--- config.mk ---
export PLATFORM = sky130hd
export DESIGN_NAME = timer0_counter_prescaler
export DESIGN_NICKNAME = d
export VERILOG_FILES = /design/src/hw/timer0_pkg.sv /design/src/hw/pin_sync.sv /design/src/hw/prescaler.sv /design/src/hw/timer0_counter_prescaler.sv
export SDC_FILE = /design/constraint.sdc
export NUM_CORES = 1
export LEC_CHECK = 0
export BUFFER_PORTS_ARGS = -buffer_cell sky130_fd_sc_hd__buf_2
export CORE_UTILIZATION = 30
export DETAILED_ROUTE_END_ITERATION = 10
export HOLD_SLACK_MARGIN = 0.05
export PLACE_DENSITY = 0.59
export SYNTH_ARGS = -nofsm -noshare
export SYNTH_HDL_FRONTEND = slang
export SYNTH_HIERARCHICAL = 1
export SYNTH_SLANG_ARGS = --single-unit
--- constraint.sdc ---
create_clock -name mclk -period 3.1 [get_ports mclk]
set_input_delay 0.31 -clock mclk [delete_from_list [all_inputs] [get_ports mclk]]
set_output_delay 0.31 -clock mclk [all_outputs]
set_load 0.1 [all_outputs]
--- src/hw/timer0_pkg.sv ---
package timer0_pkg;

  ////////////////////////////////////////////////////////////////////////////////
  // Bus geometry
  localparam int ADDR_W = 10;
  localparam int DATA_W = 32;
  localparam int IDX_W = 8;

  ////////////////////////////////////////////////////////////////////////////////
  // Register indices; byte address is four times the index
  localparam logic [IDX_W-1:0] IDX_TIMER_COUNT = 8'h01;
  localparam logic [IDX_W-1:0] IDX_INT_CTRL = 8'h0B;
  localparam logic [IDX_W-1:0] IDX_TIMER_CONFIG = 8'h81;
  localparam logic [IDX_W-1:0] IDX_INT_STATUS = 8'hC0;
  localparam logic [IDX_W-1:0] IDX_INT_ENABLE = 8'hC1;
  localparam logic [IDX_W-1:0] IDX_INT_CLEAR = 8'hC2;

  ////////////////////////////////////////////////////////////////////////////////
  // Field positions
  localparam int CFG_CS_BIT = 5;
  localparam int CFG_SE_BIT = 4;
  localparam int CFG_PSA_BIT = 3;
  localparam int CFG_PS_LSB = 0;
  localparam int PS_W = 3;
  localparam int ICTL_EN_BIT = 5;
  localparam int ICTL_FLAG_BIT = 2;
  localparam int IRQ_OVF_BIT = 0;

  ////////////////////////////////////////////////////////////////////////////////
  // Reset values
  localparam logic [7:0] TIMER_COUNT_RESET = 8'h00;
  localparam logic [5:0] TIMER_CONFIG_RESET = 6'h38;
  localparam logic OVF_FLAG_RESET = 1'b0;
  localparam logic OVF_ENABLE_RESET = 1'b0;

  ////////////////////////////////////////////////////////////////////////////////
  // Timing
  localparam logic [7:0] COUNT_MAX = 8'hFF;
  localparam logic [1:0] INHIBIT_CYCLES = 2'h2;
  localparam int PRESCALE_W = 8;
  localparam logic [1:0] PHASE_Q1 = 2'h0;
  localparam logic [1:0] PHASE_Q2 = 2'h1;
  localparam logic [1:0] PHASE_Q4 = 2'h3;

  ////////////////////////////////////////////////////////////////////////////////
  // Bus responses and states
  localparam logic [1:0] RESP_OKAY = 2'h0;
  localparam logic [1:0] RESP_SLVERR = 2'h2;

  typedef enum logic [1:0] {
    WR_IDLE = 2'b01,
    WR_RESP = 2'b10
  } wr_state_type;

  typedef enum logic [1:0] {
    RD_IDLE = 2'b01,
    RD_DATA = 2'b10
  } rd_state_type;

  typedef enum logic [6:0] {
    SEL_NONE = 7'b0000001,
    SEL_COUNT = 7'b0000010,
    SEL_ICTL = 7'b0000100,
    SEL_CFG = 7'b0001000,
    SEL_STAT = 7'b0010000,
    SEL_IEN = 7'b0100000,
    SEL_ICLR = 7'b1000000
  } reg_sel_type;

endpackage
--- src/hw/pin_sync.sv ---
`timescale 1ns/1ps
module pin_sync (
  // Clock and reset
  input wire logic mclk,
  input wire logic nrst,
  // Asynchronous level in, synchronised level out
  input wire logic din,
  output logic dout
);

  logic stage1;

  always_ff @(posedge mclk or negedge nrst) begin
    if (!nrst) begin
      stage1 <= 1'b0;
      dout <= 1'b0;
    end else begin
      stage1 <= din;
      dout <= stage1;
    end
  end

endmodule

--- src/hw/prescaler.sv ---
`timescale 1ns/1ps
module prescaler (
  // Clock and reset
  input wire logic mclk,
  input wire logic nrst,
  // Events to divide and clear
  input wire logic count_event,
  input wire logic clear,
  // Tap select and divided level
  input wire logic [timer0_pkg::PS_W-1:0] ratio_sel,
  output logic tap
);
  import timer0_pkg::*;

  logic [PRESCALE_W-1:0] stages;
  logic [PRESCALE_W-1:0] toggle;

  // Each stage toggles when all lower stages are high, as in a ripple chain;
  // every stage is a square wave, so the tap is symmetrical
  assign toggle[0] = count_event;
  genvar i;
  generate
    for (i = 1; i < PRESCALE_W; i = i + 1) begin : g_chain
      assign toggle[i] = toggle[i-1] & stages[i-1];
    end
    for (i = 0; i < PRESCALE_W; i = i + 1) begin : g_stage
      always_ff @(posedge mclk or negedge nrst) begin
        if (!nrst) begin
          stages[i] <= 1'b0;
        end else if (clear) begin
          stages[i] <= 1'b0;
        end else if (toggle[i]) begin
          stages[i] <= ~stages[i];
        end
      end
    end
  endgenerate

  // Tap n gives a division of two to the power n+1
  assign tap = stages[ratio_sel];

endmodule

--- src/hw/timer0_counter_prescaler.sv ---
`timescale 1ns/1ps
module timer0_counter_prescaler (
  // Clock and reset
  input wire logic mclk,
  input wire logic nrst,
  // AXI4-Lite write address
  input wire logic s_axi_awvalid,
  output logic s_axi_awready,
  input wire logic [timer0_pkg::ADDR_W-1:0] s_axi_awaddr,
  input wire logic [2:0] s_axi_awprot,
  // AXI4-Lite write data
  input wire logic s_axi_wvalid,
  output logic s_axi_wready,
  input wire logic [timer0_pkg::DATA_W-1:0] s_axi_wdata,
  input wire logic [3:0] s_axi_wstrb,
  // AXI4-Lite write response
  output logic s_axi_bvalid,
  input wire logic s_axi_bready,
  output logic [1:0] s_axi_bresp,
  // AXI4-Lite read address
  input wire logic s_axi_arvalid,
  output logic s_axi_arready,
  input wire logic [timer0_pkg::ADDR_W-1:0] s_axi_araddr,
  input wire logic [2:0] s_axi_arprot,
  // AXI4-Lite read data
  output logic s_axi_rvalid,
  input wire logic s_axi_rready,
  output logic [timer0_pkg::DATA_W-1:0] s_axi_rdata,
  output logic [1:0] s_axi_rresp,
  // External count pin
  input wire logic ext_count_pin,
  // Core sleep state
  input wire logic sleep,
  // Watchdog side of the shared prescaler
  input wire logic wdt_tick,
  output logic wdt_prescaled,
  // Interrupt
  output logic irq
);
  import timer0_pkg::*;

  ////////////////////////////////////////////////////////////////////////////////
  // Address decode shared by read and write paths
  function automatic reg_sel_type decode_reg(input logic [ADDR_W-1:0] addr);
    reg_sel_type sel;
    case (addr[ADDR_W-1:2])
      IDX_TIMER_COUNT: sel = SEL_COUNT;
      IDX_INT_CTRL: sel = SEL_ICTL;
      IDX_TIMER_CONFIG: sel = SEL_CFG;
      IDX_INT_STATUS: sel = SEL_STAT;
      IDX_INT_ENABLE: sel = SEL_IEN;
      IDX_INT_CLEAR: sel = SEL_ICLR;
      default: sel = SEL_NONE;
    endcase
    return sel;
  endfunction

  ////////////////////////////////////////////////////////////////////////////////
  // Declarations
  logic [7:0] timer_count;
  logic [5:0] timer_config;
  logic [PS_W-1:0] ratio_sel;
  logic [1:0] phase, inhibit;
  logic overflow_flag, overflow_int_enable;
  logic clock_source_select, source_edge_select, prescaler_assign;
  logic cycle_tick, pin_level, pin_adj, pin_adj_d, pin_rise;
  logic src_event, presc_event, presc_clear, tap, tap_d, tap_rise, presc_out;
  logic sampled, sync_pulse, timer_event, inc_event, overflow;
  wr_state_type wr_state;
  rd_state_type rd_state;
  logic aw_held, w_held, wstrb0_q, do_write;
  logic [ADDR_W-1:0] awaddr_q;
  logic [DATA_W-1:0] wdata_q, next_rdata;
  reg_sel_type wr_sel, rd_sel;
  logic wr_count, wr_ictl, wr_cfg, wr_ien, wr_iclr;
  logic [1:0] next_rresp;

  assign clock_source_select = timer_config[CFG_CS_BIT];
  assign source_edge_select = timer_config[CFG_SE_BIT];
  assign prescaler_assign = timer_config[CFG_PSA_BIT];
  assign ratio_sel = timer_config[CFG_PS_LSB +: PS_W];

  ////////////////////////////////////////////////////////////////////////////////
  // Phase clock: four mclk quarters make one instruction cycle
  always_ff @(posedge mclk or negedge nrst) begin
    if (!nrst) begin
      phase <= PHASE_Q1;
    end else begin
      phase <= 2'(phase + 2'h1);
    end
  end

  assign cycle_tick = (phase == PHASE_Q4);

  ////////////////////////////////////////////////////////////////////////////////
  // Pin input and edge selection
  pin_sync u_pin_sync (
    .mclk(mclk),
    .nrst(nrst),
    .din(ext_count_pin),
    .dout(pin_level)
  );

  // Inverting the pin makes the falling edge the counted rising edge
  assign pin_adj = pin_level ^ source_edge_select;

  // Edge history resets to the idle level of the adjusted pin, so reset makes no false edge
  always_ff @(posedge mclk or negedge nrst) begin
    if (!nrst) begin
      pin_adj_d <= TIMER_CONFIG_RESET[CFG_SE_BIT];
    end else begin
      pin_adj_d <= pin_adj;
    end
  end

  assign pin_rise = pin_adj & ~pin_adj_d;

  ////////////////////////////////////////////////////////////////////////////////
  // Shared prescaler
  assign src_event = clock_source_select ? pin_rise : cycle_tick;
  // Counter side freezes in sleep; the watchdog side keeps running
  assign presc_event = prescaler_assign ? wdt_tick : (src_event & ~sleep);
  // A count write restarts the division when the prescaler is ours
  assign presc_clear = wr_count & ~prescaler_assign;

  // The stage count has no register address and no read path
  prescaler u_prescaler (
    .mclk(mclk),
    .nrst(nrst),
    .count_event(presc_event),
    .clear(presc_clear),
    .ratio_sel(ratio_sel),
    .tap(tap)
  );

  always_ff @(posedge mclk or negedge nrst) begin
    if (!nrst) begin
      tap_d <= 1'b0;
    end else begin
      tap_d <= tap;
    end
  end

  assign tap_rise = tap & ~tap_d;

  always_ff @(posedge mclk or negedge nrst) begin
    if (!nrst) begin
      wdt_prescaled <= 1'b0;
    end else begin
      wdt_prescaled <= prescaler_assign & tap_rise;
    end
  end

  ////////////////////////////////////////////////////////////////////////////////
  // Phase sampler for the external path
  assign presc_out = prescaler_assign ? pin_adj : tap;

  always_ff @(posedge mclk or negedge nrst) begin
    if (!nrst) begin
      sampled <= TIMER_CONFIG_RESET[CFG_SE_BIT];
      sync_pulse <= 1'b0;
    end else if (phase == PHASE_Q2 || phase == PHASE_Q4) begin
      sampled <= presc_out;
      sync_pulse <= presc_out & ~sampled;
    end else begin
      sync_pulse <= 1'b0;
    end
  end

  ////////////////////////////////////////////////////////////////////////////////
  // Count and increment
  assign timer_event = prescaler_assign ? cycle_tick : tap_rise;
  assign inc_event = ~sleep & (inhibit == 2'h0) &
                     (clock_source_select ? sync_pulse : timer_event);
  assign overflow = inc_event & ~wr_count & (timer_count == COUNT_MAX);

  always_ff @(posedge mclk or negedge nrst) begin
    if (!nrst) begin
      timer_count <= TIMER_COUNT_RESET;
    end else if (wr_count) begin
      timer_count <= wdata_q[7:0];
    end else if (inc_event) begin
      timer_count <= 8'(timer_count + 8'h01);
    end
  end

  // Two instruction-cycle boundaries pass before counting resumes
  always_ff @(posedge mclk or negedge nrst) begin
    if (!nrst) begin
      inhibit <= 2'h0;
    end else if (wr_count) begin
      inhibit <= INHIBIT_CYCLES;
    end else if (cycle_tick && inhibit != 2'h0) begin
      inhibit <= 2'(inhibit - 2'h1);
    end
  end

  ////////////////////////////////////////////////////////////////////////////////
  // Configuration
  always_ff @(posedge mclk or negedge nrst) begin
    if (!nrst) begin
      timer_config <= TIMER_CONFIG_RESET;
    end else if (wr_cfg) begin
      timer_config <= wdata_q[5:0];
    end
  end

  ////////////////////////////////////////////////////////////////////////////////
  // Overflow flag, enable and interrupt
  always_ff @(posedge mclk or negedge nrst) begin
    if (!nrst) begin
      overflow_flag <= OVF_FLAG_RESET;
    end else if (overflow) begin
      overflow_flag <= 1'b1;
    end else if (wr_ictl) begin
      overflow_flag <= wdata_q[ICTL_FLAG_BIT];
    end else if (wr_iclr && wdata_q[IRQ_OVF_BIT]) begin
      overflow_flag <= 1'b0;
    end
  end

  always_ff @(posedge mclk or negedge nrst) begin
    if (!nrst) begin
      overflow_int_enable <= OVF_ENABLE_RESET;
    end else if (wr_ictl) begin
      overflow_int_enable <= wdata_q[ICTL_EN_BIT];
    end else if (wr_ien) begin
      overflow_int_enable <= wdata_q[IRQ_OVF_BIT];
    end
  end

  always_ff @(posedge mclk or negedge nrst) begin
    if (!nrst) begin
      irq <= 1'b0;
    end else begin
      irq <= overflow_flag & overflow_int_enable;
    end
  end

  ////////////////////////////////////////////////////////////////////////////////
  // AXI4-Lite write path
  assign s_axi_awready = (wr_state == WR_IDLE) & ~aw_held;
  assign s_axi_wready = (wr_state == WR_IDLE) & ~w_held;
  assign s_axi_bvalid = (wr_state == WR_RESP);
  assign do_write = (wr_state == WR_IDLE) & aw_held & w_held;
  assign wr_sel = decode_reg(awaddr_q);
  assign wr_count = do_write & wstrb0_q & (wr_sel == SEL_COUNT);
  assign wr_ictl = do_write & wstrb0_q & (wr_sel == SEL_ICTL);
  assign wr_cfg = do_write & wstrb0_q & (wr_sel == SEL_CFG);
  assign wr_ien = do_write & wstrb0_q & (wr_sel == SEL_IEN);
  assign wr_iclr = do_write & wstrb0_q & (wr_sel == SEL_ICLR);

  always_ff @(posedge mclk or negedge nrst) begin
    if (!nrst) begin
      aw_held <= 1'b0;
      awaddr_q <= '0;
    end else if (s_axi_awvalid && s_axi_awready) begin
      aw_held <= 1'b1;
      awaddr_q <= s_axi_awaddr;
    end else if (s_axi_bvalid && s_axi_bready) begin
      aw_held <= 1'b0;
    end
  end

  always_ff @(posedge mclk or negedge nrst) begin
    if (!nrst) begin
      w_held <= 1'b0;
      wdata_q <= '0;
      wstrb0_q <= 1'b0;
    end else if (s_axi_wvalid && s_axi_wready) begin
      w_held <= 1'b1;
      wdata_q <= s_axi_wdata;
      wstrb0_q <= s_axi_wstrb[0];
    end else if (s_axi_bvalid && s_axi_bready) begin
      w_held <= 1'b0;
    end
  end

  always_ff @(posedge mclk or negedge nrst) begin
    if (!nrst) begin
      wr_state <= WR_IDLE;
      s_axi_bresp <= RESP_OKAY;
    end else begin
      case (wr_state)
        WR_IDLE: begin
          if (do_write) begin
            wr_state <= WR_RESP;
            s_axi_bresp <= (wr_sel == SEL_NONE) ? RESP_SLVERR : RESP_OKAY;
          end
        end
        WR_RESP: begin
          if (s_axi_bready) begin
            wr_state <= WR_IDLE;
          end
        end
        default: wr_state <= WR_IDLE;
      endcase
    end
  end

  ////////////////////////////////////////////////////////////////////////////////
  // AXI4-Lite read path
  assign s_axi_arready = (rd_state == RD_IDLE);
  assign s_axi_rvalid = (rd_state == RD_DATA);
  assign rd_sel = decode_reg(s_axi_araddr);

  always_comb begin
    next_rdata = '0;
    next_rresp = RESP_OKAY;
    case (rd_sel)
      SEL_COUNT: next_rdata[7:0] = timer_count;
      SEL_ICTL: begin
        next_rdata[ICTL_EN_BIT] = overflow_int_enable;
        next_rdata[ICTL_FLAG_BIT] = overflow_flag;
      end
      SEL_CFG: next_rdata[5:0] = timer_config;
      SEL_STAT: next_rdata[IRQ_OVF_BIT] = overflow_flag;
      SEL_IEN: next_rdata[IRQ_OVF_BIT] = overflow_int_enable;
      SEL_ICLR: next_rdata = '0;
      default: next_rresp = RESP_SLVERR;
    endcase
  end

  always_ff @(posedge mclk or negedge nrst) begin
    if (!nrst) begin
      rd_state <= RD_IDLE;
      s_axi_rdata <= '0;
      s_axi_rresp <= RESP_OKAY;
    end else begin
      case (rd_state)
        RD_IDLE: begin
          if (s_axi_arvalid) begin
            rd_state <= RD_DATA;
            s_axi_rdata <= next_rdata;
            s_axi_rresp <= next_rresp;
          end
        end
        RD_DATA: begin
          if (s_axi_rready) begin
            rd_state <= RD_IDLE;
          end
        end
        default: rd_state <= RD_IDLE;
      endcase
    end
  end

endmodule

==> results of run 1 <==
-- worst max-delay path, cell delays in order (launching register included) --
cell       delay (ns)
dfrtp_1          0.42
mux4_1           0.36
mux2_2           0.19
or3b_4           0.39
a2111oi_4        0.28
buf_4            0.22
nand4_1          0.12
xnor2_1          0.14
mux2_2           0.25
-- path summary, 6_finish.rpt --
check | from | end | slack [ns] | cells past startpoint
max in group asynchronous | nrst | pin_adj_d$_DFF_PN1_ | 2.28 | 2
hold / removal | nrst | aw_held$_DFFE_PN0P_ | 0.03 | 1
hold reg to reg | u_pin_sync/stage1$_DFF_PN0_ | u_pin_sync/dout$_DFF_PN0_ | 0.35 | 0
min in group mclk | ext_count_pin | u_pin_sync/stage1$_DFF_PN0_ | 0.08 | 1
setup / recovery | timer_config[0]$_DFFE_PN0P_ | timer_count[7]$_DFFE_PN0P_ | 0.60 | 8
setup reg to reg | timer_config[0]$_DFFE_PN0P_ | timer_count[7]$_DFFE_PN0P_ | 0.60 | 8
-- per-stage QoR --
| stage | util, % | total power [mW] | hold WS [ns] | std cells | setup slack [ns] |
|---|---|---|---|---|---|
| final | 37.1 | 3.69 | 0.0284 | 521 | 0.597 |
| after global routing | 37.1 | 3.92 | 0.0692 | 521 | 0.457 |
| after CTS | 37.1 | 3.73 | 0.0504 | 521 | 0.587 |
| after detailed placement | 34.3 | 2.68 | 0.336 | 505 | 0.598 |
| after global placement | 34.3 | 2.64 | 0.334 | 505 | 0.614 |
| after floorplan | - | 2.45 | 0.0144 | 342 | 0.141 |
-- report_power, final --
part	switching, mW	internal (mW)	leakage, nW
clock network	0.357	0.663	0.149
logic	0.761	0.406	0.866
registers	0.292	1.21	0.836
total	1.41	2.28	1.85
-- synth_stat cells, drive strengths merged (4+ instances only) --
master	number
a21oi	11
nor2	21
nor3	5
nor2b	4
xor2	5
clkbuf	7
xnor2	8
nand3	8
nand2	27
o21ai	19
a22oi	4
mux2	26
mux2i	5
inv	15
or3	5
dfstp	7
buf	27
dfrtp	62
nand4	7
ha	4
-- routing by layer --
| metal | vias up | track usage (%) | share of wire (%) |
|---|---|---|---|
| met5 | - | 0 | 0 |
| li1 | 1179 | - | - |
| met3 | 6 | 4.36 | 6.5 |
| met4 | 0 | 3.47 | 0.30 |
| met1 | 1171 | 16.3 | 47 |
| met2 | 91 | 19.3 | 46 |
-- registers in the layout, indices dropped and copies added (netlist names), 2 cells and up --
| signal | count |
|---|---|
| awaddr_q | 8 |
| inhibit | 2 |
| phase | 2 |
| rd_state | 2 |
| s_axi_rdata | 8 |
| timer_config | 6 |
| timer_count | 8 |
| u_prescaler/stages | 8 |
| wdata_q | 8 |
| wr_state | 2 |
-- logic make-up after synthesis --
logic type / synth area share [%]
and+or+nand+nor: 14.6
DFF: 50.6
AOI/OAI and AO/OA: 10.1
buffers and inverters: 8.42
muxes: 11.4
xor gates and xnor gates: 3.32
adders and majority gates: 1.46
other: 0.109
-- layout make-up --
type	count	area, um^2	area share (%)
Tap cell	140	175	4.30
Clock inverter	4	47.5	1.17
Sequential cell	69	1740	42.6
Inverter	15	56.3	1.38
Multi-Input combinational cell	224	1500	36.9
Clock buffer	12	256	6.30
Timing Repair Buffer	57	300	7.37
==> results.ini, run 1 <==
[outcome]
outcome=complete, no violations

[floorplan]
io_pins=115
die_h_um=109
die_w_um=109
core_area_um2=11000
dieArea_um2=11900
start_util_pct=31.2
rows=38

[route]
routedWlPerCell_um=12.8
via_per_inst=4.70
vias=2447
wirelength_mm=6.64
drt_iter0_drc=65
drtPass1Iterations=4
drc_errors=0
antenna_left=0

[logic_synthesis]
synthCells=317
synth_seq_cells=69
synth_area_per_cell_um2=10.8
yosysWarnings=6
yosysTopAreaCell=dfrtp_1
async_flop_share_pct=100
netlist_area_um2=3430
synthTopCellsByArea=dfrtp_1, mux2_2, buf_4
synth_top_area_share_pct=45.2
synth_ff_type=dfrtp_1
synth_seq_area_share_pct=50.6
synth_edf_count=0
ys_types=46

[grt]
grt_pass1_wl_mm=11.2
gr-usage-all-layers_pct=12.4
antenna_found_initial=0
grt_start_max_net_pins=33
overflow=0
grt_pass1_vias=2340

[power]
leakage_nw=1.85
irDropWorstVdd_mv=0.640
power_density_nw_per_um2=905

[sta]
fmax_ghz=0.400
min_period_ns=2.50
rsz0062_at_grt=no
skew_ns=0.00777
relSlewSlack_pct=49.3
worstMarginPinSlew_ns=0.754
fin_tns_setup_ns=0
setup_viol=0
final-hold-violation-count=0
fin_crit_sh_pct=80.7
slew_violations=0

[final_layout]
area_growth_pct=18.7
layout.nets=452
drive_gt1_share_pct=28.9
fill_cells=1093
mostFrequentLayoutCells=dfrtp_1, buf_2, nand2_1
stdcell_area_um2=4070
diodes=0
layout_commonest_cell=dfrtp_1

[critical_path]
arrival_ns=2.71
cp-start-kind=register
critPathCaptureType=register
crit_type=register to register
cp.required_ns=3.31
cp_max_fo=9

[cts]
cts_inserted_buffers=9
cts_tree=built
post_cts_resized=0
root_buffer=clkbuf_16
clk-insertion-delay-late_ns=0.33
cts.sinks=69
h-tree-depth=3
clock_path_buffers=2
ctsHoldBuffers=0
cts_setup_buffers=0
clk_pin_slew_worst_paths_ns=0.05

[min_path]
hold_path_class=primary input to asynchronous set/reset pin

[placed_design]
dpl-instance-area_um2=3770
dp_hpwl_mm=4.92
gp_congestion=0.793
port_buffers=51

[job]
max_cap_violations=0

Note: power is estimated with default switching activity, not from simulation.
==> inputs of run 2 (changes only) <==
- PLACE_DENSITY: 0.59 -> 0.61
- clock period: 3.1 -> 2.05 ns (I/O delays scaled with it)
==> results.ini, run 2 (synthesis results as in run 1) <==
[sta]
rsz0062_at_grt=yes  ; was no
finalWorstSetupSlack_ns=-0.378  ; was 0.597 ns
worstMarginPinSlew_ns=0.608  ; was 0.754 ns
fin_tns_setup_ns=-2.57  ; was 0 ns
fmax_ghz=0.412  ; was 0.400 GHz
relSlewSlack_pct=59.5  ; was 49.3%
setup_viol=9  ; was 0
slew_violations=0  ; unchanged
skew_ns=0.00429  ; was 0.00777 ns
min_period_ns=2.43  ; was 2.50 ns
final-hold-violation-count=0  ; unchanged
fin_crit_sh_pct=118  ; was 80.7%

[route]
via_per_inst=4.57  ; was 4.70
drc_errors=0  ; unchanged
routedWlPerCell_um=13.2  ; was 12.8 um
antenna_left=0  ; unchanged
drtPass1Iterations=4  ; unchanged
drt_iter0_drc=65  ; unchanged
vias=2529  ; was 2447
wirelength_mm=7.29  ; was 6.64 mm

[grt]
antenna_found_initial=0  ; unchanged
grt_start_max_net_pins=30  ; was 33
grt_pass1_vias=2397  ; was 2340
gr-usage-all-layers_pct=12.8  ; was 12.4%
overflow=0  ; unchanged
grt_pass1_wl_mm=11.6  ; was 11.2 mm

[power]
leakage_nw=2.10  ; was 1.85 nW
power_mw=6.15  ; was 3.69 mW
irDropWorstVdd_mv=1.00  ; was 0.640 mV
power_density_nw_per_um2=1370  ; was 905 nW/um^2

[critical_path]
r2r-start=timer_config[0]$_DFFE_PN0P_  ; unchanged
cpMostUsedCell=mux2_4  ; was mux2_2
critPathCaptureType=register  ; unchanged
crit_type=register to register  ; unchanged
cp.required_ns=2.26  ; was 3.31 ns
rrSetupSlack_ns=-0.38  ; was 0.60 ns
arrival_ns=2.64  ; was 2.71 ns
critical_path.cell_chain=mux4_2 -> mux2_4 -> or3b_4 -> a2111oi_4 -> buf_6 -> buf_4 -> nand2_2 -> xnor2_1 -> mux2_4  ; was mux4_1 -> mux2_2 -> or3b_4 -> a2111oi_4 -> buf_4 -> nand4_1 -> xnor2_1 -> mux2_2
rr_worst_depth=9  ; was 8
slowest_stage=dfrtp_1  ; unchanged
crit_end=timer_count[2]$_DFFE_PN0P_  ; was timer_count[7]$_DFFE_PN0P_
cp_max_fo=6  ; was 9
regToRegEndpoint=timer_count[2]$_DFFE_PN0P_  ; was timer_count[7]$_DFFE_PN0P_
cp-start-kind=register  ; unchanged
critPathLaunch=timer_config[0]$_DFFE_PN0P_  ; unchanged
max_stage_delay_ns=0.41  ; was 0.42 ns

[placed_design]
port_buffers=51  ; unchanged
gp_congestion=0.802  ; was 0.793
dp_hpwl_mm=5.17  ; was 4.92 mm

[final_layout]
diodes=0  ; unchanged
drive_gt1_share_pct=38.3  ; was 28.9%
mostFrequentLayoutCells=dfrtp_1, buf_2, buf_4  ; was dfrtp_1, buf_2, nand2_1
post-route-util_pct=40.9  ; was 37.1%
area_growth_pct=30.9  ; was 18.7%
fill_cells=1054  ; was 1093
layout.nets=484  ; was 452
layout_commonest_cell=dfrtp_1  ; unchanged

[min_path]
hold_path_class=primary input to register  ; was primary input to asynchronous set/reset pin

[cts]
cts_tree=built  ; unchanged
root_buffer=clkbuf_16  ; unchanged
cts_inserted_buffers=9  ; unchanged
clock_path_buffers=2  ; unchanged
clk-insertion-delay-late_ns=0.33  ; about the same
cts.sinks=69  ; unchanged
clk_pin_slew_worst_paths_ns=0.05  ; about the same
h-tree-depth=3  ; unchanged

[floorplan]
rows=38  ; unchanged
dieArea_um2=11900  ; unchanged
die_h_um=109  ; unchanged
io_pins=115  ; unchanged
die_w_um=109  ; unchanged
start_util_pct=31.2  ; unchanged
core_area_um2=11000  ; unchanged

[outcome]
outcome=complete, but fails checks  ; was complete, no violations
violations=negative setup slack

[job]
max_cap_violations=0  ; unchanged

## run 2: repair_timing
action	CTS	global route
setup buffers	1	8
hold buffers	2	0
hold endpoints to repair	24	0
gates cloned	0	1
gates resized for setup	0	19
pin swaps	0	6
setup endpoints to repair	8	13
## run 2: how the worst min path moves through the flow
stage                   start  slack, ns  cells past startpoint                endpoint
2_1_floorplan            nrst      -0.09                      0     aw_held$_DFFE_PN0P_
3_3_place_gp             nrst       0.25                      1      w_held$_DFFE_PN0P_
3_5_place_dp             nrst       0.25                      1      w_held$_DFFE_PN0P_
4_1_cts        s_axi_wstrb[0]       0.07                      3    wstrb0_q$_DFFE_PN0P_
5_1_grt        s_axi_wdata[7]       0.09                      2  wdata_q[7]$_DFFE_PN0P_
6_report       s_axi_wstrb[0]       0.08                      3    wstrb0_q$_DFFE_PN0P_
## run 2: routing by layer
layer / track usage, % / vias to the layer above / wire, um
met5: 0 / - / 0
met4: 3.19 / 0 / 70
met3: 4.84 / 8 / 427
met2: 19.7 / 79 / 3320
met1: 16.9 / 1194 / 3480
li1: - / 1248 / -
## run 2: area by class of cell
cell class | instances | area [um^2] | share of cell area, %
Clock buffer | 10 | 239 | 5.32
Sequential cell | 69 | 1740 | 38.6
Tap cell | 140 | 175 | 3.90
Timing Repair Buffer | 88 | 558 | 12.4
Inverter | 15 | 56.3 | 1.25
Clock inverter | 6 | 110 | 2.45
Multi-Input combinational cell | 225 | 1620 | 36.0
## run 2: through the flow
| stage | worst slack [ns] | hold slack (ns) | instance area [um^2] | cells |
|---|---|---|---|---|
| 2_1_floorplan | -0.386 | -0.0906 | 3570 | 342 |
| 3_3_place_gp | -0.300 | 0.250 | 3970 | 525 |
| 3_5_place_dp | -0.369 | 0.250 | 3970 | 525 |
| 4_1_cts | -0.379 | 0.0698 | 4350 | 544 |
| 5_1_grt | -0.455 | 0.0913 | 4490 | 553 |
| 6_report | -0.378 | 0.0809 | 4490 | 553 |
## run 2: worst max-delay path: cells and delay by family, from the launching register on
| family | cells | cell delay [ns] |
|---|---|---|
| multiplexers | 3 | 0.75 |
| AND/OR/NAND/NOR | 2 | 0.42 |
| flip-flops | 1 | 0.41 |
| AO/OA/AOI/OAI | 1 | 0.31 |
| buffers and inverters | 2 | 0.30 |
| XOR/XNOR | 1 | 0.12 |
## run 2: power breakdown
part / total [mW] / internal (mW) / leakage, nW / switching (mW)
logic: 2.12 / 0.820 / 1.10 / 1.30
registers: 2.25 / 1.82 / 0.836 / 0.428
clock network: 1.78 / 1.22 / 0.165 / 0.564
total: 6.15 / 3.86 / 2.10 / 2.29
==> inputs of run 3 (changes only) <==
- CORE_ASPECT_RATIO: default -> 1.2
==> results.ini, run 3 (synthesis results as in run 1) <==
[sta]
fin_tns_setup_ns=-2.41  ; was -2.57 ns
setup_viol=9  ; unchanged
relSlewSlack_pct=65.1  ; was 59.5%
skew_ns=0.00611  ; was 0.00429 ns
fin_crit_sh_pct=117  ; was 118%
min_period_ns=2.40  ; was 2.43 ns
finalWorstSetupSlack_ns=-0.345  ; was -0.378 ns
worstMarginPinSlew_ns=0.522  ; was 0.608 ns
fmax_ghz=0.417  ; was 0.412 GHz
rsz0062_at_grt=yes  ; unchanged
hold_slack_ns=0.0865  ; was 0.0809 ns
final-hold-violation-count=0  ; unchanged
slew_violations=0  ; unchanged

[route]
drc_errors=0  ; unchanged
antenna_left=0  ; unchanged
drt_iter0_drc=126  ; was 65
wirelength_mm=6.92  ; was 7.29 mm
drtPass1Iterations=4  ; unchanged
routedWlPerCell_um=12.2  ; was 13.2 um
via_per_inst=4.51  ; was 4.57
vias=2548  ; was 2529

[grt]
grt_start_max_net_pins=70  ; was 30
grt_pass1_vias=2528  ; was 2397
overflow=0  ; unchanged
antenna_found_initial=0  ; unchanged
gr-usage-all-layers_pct=12.3  ; was 12.8%
grt_pass1_wl_mm=11.4  ; was 11.6 mm

[cts]
h-tree-depth=3  ; unchanged
clock_path_buffers=2  ; unchanged
cts.sinks=69  ; unchanged
root_buffer=clkbuf_16  ; unchanged
clk-insertion-delay-late_ns=0.33  ; about the same
cts_inserted_buffers=9  ; unchanged
cts_tree=built  ; unchanged
clk_pin_slew_worst_paths_ns=0.05  ; about the same

[critical_path]
rr_worst_depth=8  ; was 9
cp_max_fo=6  ; unchanged
slowest_stage=dfrtp_1  ; unchanged
cp.required_ns=2.26  ; about the same
cp-start-kind=register  ; unchanged
arrival_ns=2.60  ; was 2.64 ns
max_stage_delay_ns=0.41  ; about the same
cpMostUsedCell=mux2_4  ; unchanged
crit_type=register to register  ; unchanged
critical_path.cell_chain=mux4_2 -> mux2_4 -> or3b_4 -> a2111oi_4 -> buf_4 -> nand4_1 -> xnor2_1 -> mux2_4  ; was mux4_2 -> mux2_4 -> or3b_4 -> a2111oi_4 -> buf_6 -> buf_4 -> nand2_2 -> xnor2_1 -> mux2_4
critPathCaptureType=register  ; unchanged

[power]
power.switching_mw=2.23  ; was 2.29 mW
p_comb_share_pct=35.2  ; was 34.4%
power.share.sequential_pct=37.8  ; was 36.6%
pwr-share-clk_pct=27.0  ; was 29.0%
irDropWorstVdd_mv=0.841  ; was 1.00 mV
p_sw_share_pct=37.7  ; was 37.2%
internal_power_mw=3.69  ; was 3.86 mW
power_density_nw_per_um2=1340  ; was 1370 nW/um^2
leakage_nw=2.04  ; was 2.10 nW

[final_layout]
multi_input_area_um2=1580  ; was 1620 um^2
layout_commonest_cell=dfrtp_1  ; unchanged
seq_area_um2=1740  ; unchanged
post-route-util_pct=39.8  ; was 40.9%
fill_cells=1097  ; was 1054
diodes=0  ; unchanged
mostFrequentLayoutCells=dfrtp_1, buf_2, buf_4  ; unchanged
area_growth_pct=28.7  ; was 30.9%
layout.nets=482  ; was 484
drive_gt1_share_pct=36.3  ; was 38.3%

[placed_design]
dp_hpwl_mm=4.97  ; was 5.17 mm
port_buffers=51  ; unchanged
gp_congestion=0.766  ; was 0.802

[outcome]
outcome=complete, but fails checks  ; unchanged
violations=negative setup slack  ; unchanged

[job]
max_cap_violations=0  ; unchanged

[floorplan]
start_util_pct=31.0  ; was 31.2%
die_h_um=119  ; was 109 um
die_w_um=99.6  ; was 109 um
rows=42  ; was 38
core_area_um2=11100  ; was 11000 um^2
dieArea_um2=11900  ; about the same
io_pins=115  ; unchanged

[min_path]
hold_path_class=primary input to register  ; unchanged
hold_depth=3  ; unchanged

-- run 3: critical path, delay by kind of cell, from the launching register on --
kind	cells	cell delay, ns
flip-flops	1	0.41
multiplexers	3	0.75
AO/OA/AOI/OAI	1	0.28
XOR/XNOR	1	0.15
AND/OR/NAND/NOR	2	0.49
buffers and inverters	1	0.19
-- run 3: timing repair --
item | CTS | global route
hold buffers | 2 | 0
setup endpoints to repair | 9 | 13
setup buffers | 4 | 6
resized for setup | 3 | 6
gates cloned | 0 | 1
pin swaps | 5 | 4
endpoints found under the hold margin | 63 | 0
-- run 3: cell type report --
| class | count | area share, % |
|---|---|---|
| clock buffer | 11 | 5.27 |
| clock inverter | 5 | 1.70 |
| inverter | 15 | 1.27 |
| multi-input combinational | 225 | 35.8 |
| sequential | 69 | 39.3 |
| tap | 154 | 4.36 |
| timing repair buffer | 86 | 12.3 |
-- run 3: power groups by stage --
stage | logic [mW] | registers [mW] | clock network (mW)
after floorplan | 1.43 | 2.35 | 0
after global placement | 1.95 | 2.23 | 0
after detailed placement | 2.00 | 2.25 | 0
after CTS | 2.05 | 2.24 | 1.64
after global routing | 2.26 | 2.30 | 1.70
final | 2.08 | 2.24 | 1.60
-- run 3: worst paths after layout --
kind                                              from                    endpoint  slack, ns
max in group asynchronous                         nrst     rd_state[0]$_DFFE_PN1P_       1.28
min in group asynchronous                         nrst     wr_state[1]$_DFFE_PN0P_       0.43
min                                     s_axi_wdata[5]      wdata_q[5]$_DFFE_PN0P_       0.09
max reg2reg                timer_config[0]$_DFFE_PN0P_  timer_count[7]$_DFFE_PN0P_      -0.35
max                        timer_config[0]$_DFFE_PN0P_  timer_count[7]$_DFFE_PN0P_      -0.35
min reg2reg                u_pin_sync/stage1$_DFF_PN0_   u_pin_sync/dout$_DFF_PN0_       0.35
-- run 3: through the flow --
step,cell area [um^2],instances,worst slack (ns),total power [mW]
floorplan,3570,342,-0.386,3.77
global placement,3970,536,-0.312,4.19
detailed placement,3970,536,-0.348,4.26
CTS,4330,558,-0.345,5.93
global route,4420,565,-0.458,6.26
finish,4420,565,-0.345,5.92
-- run 3: per-layer routing --
metal,vias to the layer above,wire length [um],track usage (%)
met3,5,354,4.52
met4,0,44,3.03
li1,1244,-,-
met1,1222,3160,14.8
met2,77,3360,20.9
met5,-,0,0
